==> config.mk <==
export PLATFORM = sky130hd
export DESIGN_NAME = card_host_status_irq
export DESIGN_NICKNAME = d
export VERILOG_FILES = /design/src/card_host_pkg.sv /design/src/card_host_status_irq.sv /design/src/pin_sync.sv
export SDC_FILE = /design/constraint.sdc
export NUM_CORES = 1
export LEC_CHECK = 0
export BUFFER_PORTS_ARGS = -buffer_cell sky130_fd_sc_hd__buf_2
export CORE_UTILIZATION = 40
export CTS_CLUSTER_DIAMETER = 30
export CTS_CLUSTER_SIZE = 20
export DETAILED_ROUTE_END_ITERATION = 10
export GPL_TIMING_DRIVEN = 0
export SYNTH_ARGS = -nofsm -noshare
export SYNTH_HDL_FRONTEND = slang
export SYNTH_HIERARCHICAL = 1
export SYNTH_SLANG_ARGS = --single-unit
==> constraint.sdc <==
create_clock -name mclk -period 3.4 [get_ports mclk]
set_clock_uncertainty 0.15 [all_clocks]
set_input_delay 0.68 -clock mclk [delete_from_list [all_inputs] [get_ports mclk]]
set_output_delay 0.68 -clock mclk [all_outputs]
set_load 0.01 [all_outputs]
==> src/card_host_pkg.sv <==
package card_host_pkg;

  // special function register addresses
  localparam logic [7:0] ADDR_CARD_INT_MASK = 8'hDF;
  localparam logic [7:0] ADDR_CARD_STATUS = 8'hDE;
  localparam logic [7:0] ADDR_CARD_CONTROL_TWO = 8'hE6;
  localparam logic [7:0] ADDR_CARD_INT_FLAGS = 8'hE7;

  // second control register fields
  localparam int unsigned CTL_CLOCK_ENABLE = 7;
  localparam int unsigned CTL_DATA_RESET = 6;
  localparam int unsigned CTL_CMD_RESET = 5;
  localparam int unsigned CTL_DELAY_HI = 2;
  localparam int unsigned CTL_DELAY_LO = 1;
  localparam int unsigned CTL_FLOW = 0;
  localparam logic [7:0] CTL_WRITABLE = 8'hE7;

  // status register fields
  localparam int unsigned STA_CARD_BUSY = 5;
  localparam int unsigned STA_DATA_CRC = 4;
  localparam int unsigned STA_DATA_FORMAT = 3;
  localparam int unsigned STA_RESP_CRC = 2;
  localparam int unsigned STA_RESP_FORMAT = 1;
  localparam int unsigned STA_CMD_LOCK = 0;

  // interrupt flag fields
  localparam int unsigned INT_BUSY_CHANGE = 7;
  localparam int unsigned INT_RESP_DONE = 6;
  localparam int unsigned INT_CMD_DONE = 5;
  localparam int unsigned INT_FRAME_DONE = 4;
  localparam int unsigned INT_FIFO_TWO_FULL = 3;
  localparam int unsigned INT_FIFO_ONE_FULL = 2;
  localparam int unsigned INT_FIFO_TWO_EMPTY = 1;
  localparam int unsigned INT_FIFO_ONE_EMPTY = 0;
  localparam logic [7:0] INT_READ_CLEAR = 8'hF0;

  // reset values
  localparam logic [7:0] CTL_RESET = 8'h00;
  localparam logic [7:0] MASK_RESET = 8'hFF;
  localparam logic [7:0] STA_RESET = 8'h00;
  localparam logic [7:0] INT_RESET = 8'h00;
  localparam logic [7:0] UNMAPPED_READ = 8'h00;

  // data transmission delay, in card clock periods
  localparam logic [3:0] DELAY_BASE_PERIODS = 4'h3;
  localparam logic [3:0] DELAY_STEP_PERIODS = 4'h2;

  // synchroniser depth for pin inputs
  localparam int unsigned SYNC_STAGES = 3;

  // processor access to the special function registers
  typedef struct packed {
    logic [7:0] addr;
    logic wr;
    logic rd;
    logic [7:0] wdata;
  } sfr_req_s;

  // one-cycle completion pulses from the line controllers
  typedef struct packed {
    logic resp_done;
    logic cmd_done;
    logic frame_done;
  } ctrl_event_s;

  // fifo levels from the data fifo pair
  typedef struct packed {
    logic one_full;
    logic one_empty;
    logic two_full;
    logic two_empty;
  } fifo_level_s;

  // check results, valid with the matching completion pulse
  typedef struct packed {
    logic token_crc_ok;
    logic token_format_ok;
    logic rx_crc_ok;
    logic rx_format_ok;
    logic resp_crc_ok;
    logic resp_format_ok;
  } check_result_s;

  // card clock periods between response end and data start
  function automatic logic [3:0] delay_periods(input logic [1:0] code);
    return 4'(DELAY_BASE_PERIODS + DELAY_STEP_PERIODS * {2'b00, code});
  endfunction

endpackage

==> src/card_host_status_irq.sv <==
// Function
// control bit 7 gates card clocks
// control bit 6 resets data controller
// control bit 5 resets command controller
// reserved control and status bits read zero
// data delay three plus two per code
// control bit 0 enables flow control
// flow control stops clock on fifo pair
// status bit 5 follows card busy
// status bit 4 shows data crc result
// status bit 3 shows data format result
// status bit 2 shows response crc7 result
// status bit 1 shows response format result
// status bit 0 shows command fifo busy
// flag 7 sets on busy change
// flag 6 sets at response end
// flag 5 sets at command end
// flag 4 sets at frame end
// flag register read clears flags 7-4
// flag 3 second fifo full, empty clears
// flag 2 first fifo full, empty clears
// flag 1 second fifo empty, full clears
// flag 0 first fifo empty, full clears
// unmasked set flag raises interrupt request
// status register ignores software writes
`timescale 1ns/1ns
`default_nettype none

module card_host_status_irq (
  // clock and reset
  input wire logic mclk,
  input wire logic rstn,
  // special function register port
  input wire card_host_pkg::sfr_req_s sfr,
  output logic [7:0] sfr_rdata,
  // card pins
  input wire logic card_clk,
  input wire logic card_dat0,
  // line controller side
  input wire card_host_pkg::ctrl_event_s events,
  input wire card_host_pkg::fifo_level_s fifo_level,
  input wire card_host_pkg::check_result_s checks,
  input wire logic data_dir_tx,
  input wire logic cmd_fifo_busy,
  input wire logic irq_global_enable,
  // controls to the card side
  output logic card_clk_run,
  output logic data_ctrl_reset,
  output logic cmd_ctrl_reset,
  output logic flow_control_enable,
  output logic data_tx_start,
  output logic irq
);
  import card_host_pkg::*;

  logic [7:0] card_control_two; // software control bits
  logic [7:0] card_int_mask; // set bit blocks its flag
  logic [7:0] card_status; // hardware status, read only
  logic [7:0] card_interrupt_flags; // sticky event flags
  logic [7:0] next_flags; // flags after this cycle
  logic card_busy_flag; // card holds data line low
  logic busy_rise; // busy entered
  logic busy_fall; // busy left
  logic clk_rise; // card clock rising edge
  fifo_level_s fifo_prev; // fifo levels one cycle ago
  logic [3:0] delay_count; // card periods still to wait
  logic delay_running; // delay counter armed
  logic flow_stop; // flow control holds the clock
  logic wr_ctl; // write to control register
  logic wr_mask; // write to mask register
  logic rd_flags; // read of flag register

  // register decode
  assign wr_ctl = sfr.wr && sfr.addr == ADDR_CARD_CONTROL_TWO;
  assign wr_mask = sfr.wr && sfr.addr == ADDR_CARD_INT_MASK;
  assign rd_flags = sfr.rd && sfr.addr == ADDR_CARD_INT_FLAGS;

  // busy is the data line held low by the card
  pin_sync #(
    .RESET_LEVEL(1'b1)
  ) u_dat0_sync (
    .mclk(mclk),
    .rstn(rstn),
    .pin(card_dat0),
    .level(),
    .rise(busy_fall),
    .fall(busy_rise)
  );

  // card clock is only sampled, edges drive the delay counter
  pin_sync #(
    .RESET_LEVEL(1'b0)
  ) u_clk_sync (
    .mclk(mclk),
    .rstn(rstn),
    .pin(card_clk),
    .level(),
    .rise(clk_rise),
    .fall()
  );

  // busy level kept from the filtered edges
  always_ff @(posedge mclk or negedge rstn) begin
    if (!rstn) begin
      card_busy_flag <= 1'b0;
    end else if (busy_rise) begin
      card_busy_flag <= 1'b1;
    end else if (busy_fall) begin
      card_busy_flag <= 1'b0;
    end
  end

  // control register, reserved bits never stored
  always_ff @(posedge mclk or negedge rstn) begin
    if (!rstn) begin
      card_control_two <= CTL_RESET;
    end else if (wr_ctl) begin
      card_control_two <= sfr.wdata & CTL_WRITABLE;
    end
  end

  // mask register, all sources masked from reset
  always_ff @(posedge mclk or negedge rstn) begin
    if (!rstn) begin
      card_int_mask <= MASK_RESET;
    end else if (wr_mask) begin
      card_int_mask <= sfr.wdata;
    end
  end

  // control outputs; resets stay asserted as long as software holds the bit
  assign data_ctrl_reset = card_control_two[CTL_DATA_RESET];
  assign cmd_ctrl_reset = card_control_two[CTL_CMD_RESET];
  assign flow_control_enable = card_control_two[CTL_FLOW];

  // flow control looks at the flags, so it releases on the flag clear
  always_comb begin
    flow_stop = 1'b0;
    if (card_control_two[CTL_FLOW]) begin
      if (data_dir_tx) begin
        flow_stop = card_interrupt_flags[INT_FIFO_ONE_EMPTY]
                    && card_interrupt_flags[INT_FIFO_TWO_EMPTY];
      end else begin
        flow_stop = card_interrupt_flags[INT_FIFO_ONE_FULL]
                    && card_interrupt_flags[INT_FIFO_TWO_FULL];
      end
    end
  end

  // clock gate: stopped when disabled or held by flow control
  assign card_clk_run = card_control_two[CTL_CLOCK_ENABLE] && !flow_stop;

  // status: the controllers own these bits, software writes never reach them
  always_ff @(posedge mclk or negedge rstn) begin
    if (!rstn) begin
      card_status <= STA_RESET;
    end else begin
      card_status[7:6] <= 2'b00;
      card_status[STA_CARD_BUSY] <= card_busy_flag;
      card_status[STA_CMD_LOCK] <= cmd_fifo_busy;
      if (events.frame_done) begin
        // token answer when sending, own check when receiving
        card_status[STA_DATA_CRC] <= data_dir_tx ? checks.token_crc_ok
                                                 : checks.rx_crc_ok;
        card_status[STA_DATA_FORMAT] <= data_dir_tx ? checks.token_format_ok
                                                    : checks.rx_format_ok;
      end
      if (events.resp_done) begin
        // meaningless while crc7 checking is off, but still captured
        card_status[STA_RESP_CRC] <= checks.resp_crc_ok;
        card_status[STA_RESP_FORMAT] <= checks.resp_format_ok;
      end
    end
  end

  // fifo levels one cycle back for edge detection
  always_ff @(posedge mclk or negedge rstn) begin
    if (!rstn) begin
      fifo_prev <= '0;
    end else begin
      fifo_prev <= fifo_level;
    end
  end

  // flag update: the read clear comes first, so a set in the same cycle wins over it
  always_comb begin
    next_flags = card_interrupt_flags;
    if (rd_flags) begin
      next_flags = next_flags & ~INT_READ_CLEAR;
    end
    if (fifo_level.two_empty && !fifo_prev.two_empty) begin
      next_flags[INT_FIFO_TWO_FULL] = 1'b0;
      next_flags[INT_FIFO_TWO_EMPTY] = 1'b1;
    end
    if (fifo_level.one_empty && !fifo_prev.one_empty) begin
      next_flags[INT_FIFO_ONE_FULL] = 1'b0;
      next_flags[INT_FIFO_ONE_EMPTY] = 1'b1;
    end
    if (fifo_level.two_full && !fifo_prev.two_full) begin
      next_flags[INT_FIFO_TWO_FULL] = 1'b1;
      next_flags[INT_FIFO_TWO_EMPTY] = 1'b0;
    end
    if (fifo_level.one_full && !fifo_prev.one_full) begin
      next_flags[INT_FIFO_ONE_FULL] = 1'b1;
      next_flags[INT_FIFO_ONE_EMPTY] = 1'b0;
    end
    if (busy_rise || busy_fall) begin
      next_flags[INT_BUSY_CHANGE] = 1'b1;
    end
    if (events.resp_done) begin
      next_flags[INT_RESP_DONE] = 1'b1;
    end
    if (events.cmd_done) begin
      next_flags[INT_CMD_DONE] = 1'b1;
    end
    if (events.frame_done) begin
      next_flags[INT_FRAME_DONE] = 1'b1;
    end
  end

  // flag register; writes are simply not decoded
  always_ff @(posedge mclk or negedge rstn) begin
    if (!rstn) begin
      card_interrupt_flags <= INT_RESET;
    end else begin
      card_interrupt_flags <= next_flags;
    end
  end

  // request while any unmasked flag is set and the global enable is on
  assign irq = irq_global_enable && |(card_interrupt_flags & ~card_int_mask);

  // delay counter in card clock periods, frozen while the clock is gated
  always_ff @(posedge mclk or negedge rstn) begin
    if (!rstn) begin
      delay_count <= 4'h0;
      delay_running <= 1'b0;
      data_tx_start <= 1'b0;
    end else begin
      data_tx_start <= 1'b0;
      if (card_control_two[CTL_DATA_RESET]) begin
        delay_running <= 1'b0;
        delay_count <= 4'h0;
      end else if (events.resp_done && data_dir_tx) begin
        delay_count <= delay_periods(card_control_two[CTL_DELAY_HI:CTL_DELAY_LO]);
        delay_running <= 1'b1;
      end else if (delay_running && clk_rise && card_clk_run) begin
        delay_count <= delay_count - 4'h1;
        if (delay_count == 4'h1) begin
          delay_running <= 1'b0;
          data_tx_start <= 1'b1;
        end
      end
    end
  end

  // read data from a register; unmapped addresses answer zero
  always_ff @(posedge mclk or negedge rstn) begin
    if (!rstn) begin
      sfr_rdata <= UNMAPPED_READ;
    end else if (sfr.rd) begin
      case (sfr.addr)
        ADDR_CARD_CONTROL_TWO: begin
          sfr_rdata <= card_control_two & CTL_WRITABLE;
        end
        ADDR_CARD_STATUS: begin
          sfr_rdata <= card_status;
        end
        ADDR_CARD_INT_FLAGS: begin
          sfr_rdata <= card_interrupt_flags;
        end
        ADDR_CARD_INT_MASK: begin
          sfr_rdata <= card_int_mask;
        end
        default: begin
          sfr_rdata <= UNMAPPED_READ;
        end
      endcase
    end
  end
endmodule

`default_nettype wire

==> src/pin_sync.sv <==
`timescale 1ns/1ns
`default_nettype none

module pin_sync #(
  parameter logic RESET_LEVEL = 1'b0
) (
  // clock and reset
  input wire logic mclk,
  input wire logic rstn,
  // raw pin level
  input wire logic pin,
  // filtered level and its edges
  output logic level,
  output logic rise,
  output logic fall
);
  import card_host_pkg::*;

  // stage one is read only by stage two
  logic [SYNC_STAGES-1:0] stage;

  initial begin
    if (SYNC_STAGES != 3) begin
      $error("pin_sync needs exactly three stages");
    end
  end

  // shift chain
  always_ff @(posedge mclk or negedge rstn) begin
    if (!rstn) begin
      stage <= {SYNC_STAGES{RESET_LEVEL}};
    end else begin
      stage <= {stage[SYNC_STAGES-2:0], pin};
    end
  end

  // a change counts once stages two and three agree
  always_ff @(posedge mclk or negedge rstn) begin
    if (!rstn) begin
      level <= RESET_LEVEL;
      rise <= 1'b0;
      fall <= 1'b0;
    end else begin
      rise <= 1'b0;
      fall <= 1'b0;
      if (stage[1] == stage[2] && stage[2] != level) begin
        level <= stage[2];
        rise <= stage[2];
        fall <= !stage[2];
      end
    end
  end

endmodule

`default_nettype wire

==> metrics <==
status=complete, no violations; antenna violations before repair=0; switching power as a share of total power=23.2%; register area=1470 sq um; element type at the critical path end=output port; pin count of the biggest net entering global routing=59; Max Fanout on Critical Path=3; Vias=1806; Crit Reg-Reg Endpoint=delay_count[2]$_DFFE_PN0P_; final critical delay including setup and external delays=2390 ps; Layout fillers=550; DIE AREA=6660 sq um; combinational power share=8.4%; post-synthesis average cell area=12.8 sq um; Final Routed Wirelength=5310 um; source-to-sink clock delay at the later pin of the worst-skew pair=340 ps; multi-input logic area=948 sq um; iteration-0 DRC count of the detailed router=113; cell at the root of the clock tree=sky130_fd_sc_hd__clkbuf_8; peak per-stage delay on the critical path=550 ps; I/O pin total=52; total standard cell area after synthesis=2530 sq um; relative slew slack=53.2%; half-perimeter wire length after placement=3810 um; Max stage delay cell, worst path=sky130_fd_sc_hd__dfstp_2; nets@finish=299; Die W=81.6 um; post-route clock period utilization=70.2%; number of antenna diodes=0; post-route setup TNS=0 ps; total of warnings raised by yosys=6; required arrival time at the worst endpoint=2570 ps; Worst R2R Path Depth=4; Layout Area Growth over Synthesis=20.9%; Inserted Clock Buffers=9; CP arrival=1560 ps; # port buffers=49; upper clock frequency limit=0.419 GHz; startpoint of the worst-slack reg-to-reg timing path=card_control_two[0]$_DFFE_PN0P_; htree depth=3; type of element launching the critical path=register; Internal=1.16 mW; share of cells above drive strength 1=39.9%; Maximum Capacitance Violations=0; Static Leakage=1.48 nW; drt drc=0; Worst Hold Path EP=u_clk_sync/stage[1]$_DFF_PN0_; average detailed-routed wire length per instance=15.7 um; Overflow after GRT=0; Global Route Usage Sum=18.5%; series of cell instances along the critical path=o22ai_1 -> o41a_1 -> buf_2; Starting Density=42.0%; DIE HEIGHT=81.6 um; launch point of the worst hold path=u_clk_sync/stage[0]$_DFF_PN0_; portion of total power attributed to sequential cells=51.3%; maximum number of buffers from clock root to sink=2; class of the tightest hold or removal check=register to register; via count of the first global-routing pass=1691; Worst-Margin Slew=702 ps; CTS hold repair buffers=0; Core Region=6030 sq um; wire length of the first global-routing pass=8660 um; pwr dens=492 nW/um^2; power share of the clock group=40.3%; number of core rows=28; final max-slew violation count=0; final setup violation count=0; detailed-router iteration count before antenna repair=4; Worst Hold Slack=202 ps; unrepaired setup endpoints after global routing=no; weighted congestion reported at the end of routability-driven placement=0.751; Setup Crit Path Kind=register to output port; Net Switching=350 uW; net count after synthesis=239; cells after synthesis=198; number of instances resized during post-cts repair=0; clock transition at the registers of the reported paths=60 ps; register-to-register path setup slack=1740 ps; Hold Path Depth=0; largest vdd supply drop=273 uV; number of failing hold endpoints at the final stage=0; count of antenna-violating nets left after detailed routing=0; TritonCTS clock tree=done; Via-to-Cell Ratio=5.34; clock tree sinks=58; post-CTS setup buffers=0
[stage by stage]
| step | instances | util, % | cell area (sq um) | setup slack [ps] | power, mW |
|---|---|---|---|---|---|
| 5_1_grt | 338 | 50.9 | 3060 | 974 | 1.57 |
| 3_3_place_gp | 322 | 47.7 | 2870 | 1120 | 0.911 |
| 3_5_place_dp | 322 | 47.7 | 2870 | 1100 | 0.913 |
| 4_1_cts | 338 | 50.8 | 3060 | 998 | 1.53 |
| 2_1_floorplan | 198 | - | 2530 | 1320 | 0.847 |
| 6_report | 338 | 50.9 | 3060 | 1010 | 1.51 |
[registers in the layout, summed over array words and instances (netlist names), 3 cells and up]
register and cells:
u_dat0_sync/stage 3, card_interrupt_flags 8, card_status 6, fifo_prev 4, sfr_rdata 8, delay_count 4, u_clk_sync/stage 3, card_int_mask 8
card_control_two 6
[routing by layer]
layer / track usage [%] / share of wire (%) / wire (um)
met3: 6.33 / 6.9 / 369
met5: 0 / 0 / 0
met2: 27.4 / 44 / 2320
met4: 6.32 / 0.98 / 52
met1: 25.2 / 48 / 2580
[cell type report]
cell class / instances / area share, %
flip-flops and latches: 58 / 47.9
multi-input cells: 115 / 31.0
repair buffers: 49 / 8.08
clock buffers: 13 / 4.86
well taps: 75 / 3.06
inverters: 16 / 1.96
plain buffers: 9 / 1.92
clock inverters: 3 / 1.31
[how the worst max path moves through the flow]
stage	startpoint	end	slack (ps)
detailed placement	sfr[14]	card_control_two[6]$_DFFE_PN0P_	1100
global placement	sfr[14]	card_control_two[6]$_DFFE_PN0P_	1120
global route	card_int_mask[1]$_DFFE_PN1P_	irq	970
CTS	card_int_mask[1]$_DFFE_PN1P_	irq	1000
finish	card_int_mask[1]$_DFFE_PN1P_	irq	1010
floorplan	data_dir_tx	card_clk_run	1320
[layout by cell type (no fill, tap or decap), types with 2 or more instances in the layout]
| cell type | instances |
|---|---|
| sky130_fd_sc_hd__nor3_1 | 2 |
| sky130_fd_sc_hd__nand4_1 | 2 |
| sky130_fd_sc_hd__nand2_1 | 5 |
| sky130_fd_sc_hd__nor2_1 | 8 |
| sky130_fd_sc_hd__or3_1 | 3 |
| sky130_fd_sc_hd__clkbuf_1 | 5 |
| sky130_fd_sc_hd__a311oi_1 | 2 |
| sky130_fd_sc_hd__a221o_1 | 8 |
| sky130_fd_sc_hd__nor3b_1 | 2 |
| sky130_fd_sc_hd__buf_2 | 50 |
| sky130_fd_sc_hd__inv_1 | 16 |
| sky130_fd_sc_hd__a21o_1 | 4 |
| sky130_fd_sc_hd__dfrtp_1 | 46 |
| sky130_fd_sc_hd__a22oi_1 | 10 |
| sky130_fd_sc_hd__a211oi_1 | 4 |
| sky130_fd_sc_hd__a21oi_1 | 8 |
| sky130_fd_sc_hd__and3b_2 | 2 |
| sky130_fd_sc_hd__dfstp_2 | 12 |
| sky130_fd_sc_hd__mux2_4 | 8 |
| sky130_fd_sc_hd__o22ai_1 | 5 |
| sky130_fd_sc_hd__buf_6 | 2 |
| sky130_fd_sc_hd__a22o_1 | 2 |
| sky130_fd_sc_hd__maj3_2 | 2 |
| sky130_fd_sc_hd__and4b_1 | 2 |
| sky130_fd_sc_hd__buf_4 | 3 |
| sky130_fd_sc_hd__and3_1 | 3 |
| sky130_fd_sc_hd__mux2i_1 | 2 |
| sky130_fd_sc_hd__mux2_2 | 8 |
| sky130_fd_sc_hd__o21ai_0 | 3 |
| sky130_fd_sc_hd__ha_1 | 3 |
| sky130_fd_sc_hd__clkinv_2 | 2 |
| sky130_fd_sc_hd__nand2b_1 | 3 |
| sky130_fd_sc_hd__clkbuf_8 | 10 |
[power by group through the flow]
stage	combinational, mW	sequential [mW]	clock (mW)
floorplan	0.0736	0.773	0
global placement	0.127	0.784	0
detailed placement	0.129	0.785	0
CTS	0.129	0.774	0.624
global route	0.145	0.779	0.652
finish	0.127	0.774	0.607
[worst max-delay path: cells and delay by family (launching register included)]
kind | cells | cell delay, ps
buffers and inverters | 1 | 150
AOI/OAI and AO/OA | 2 | 520
DFF | 1 | 550
Power figures use the tool's default switching activity.
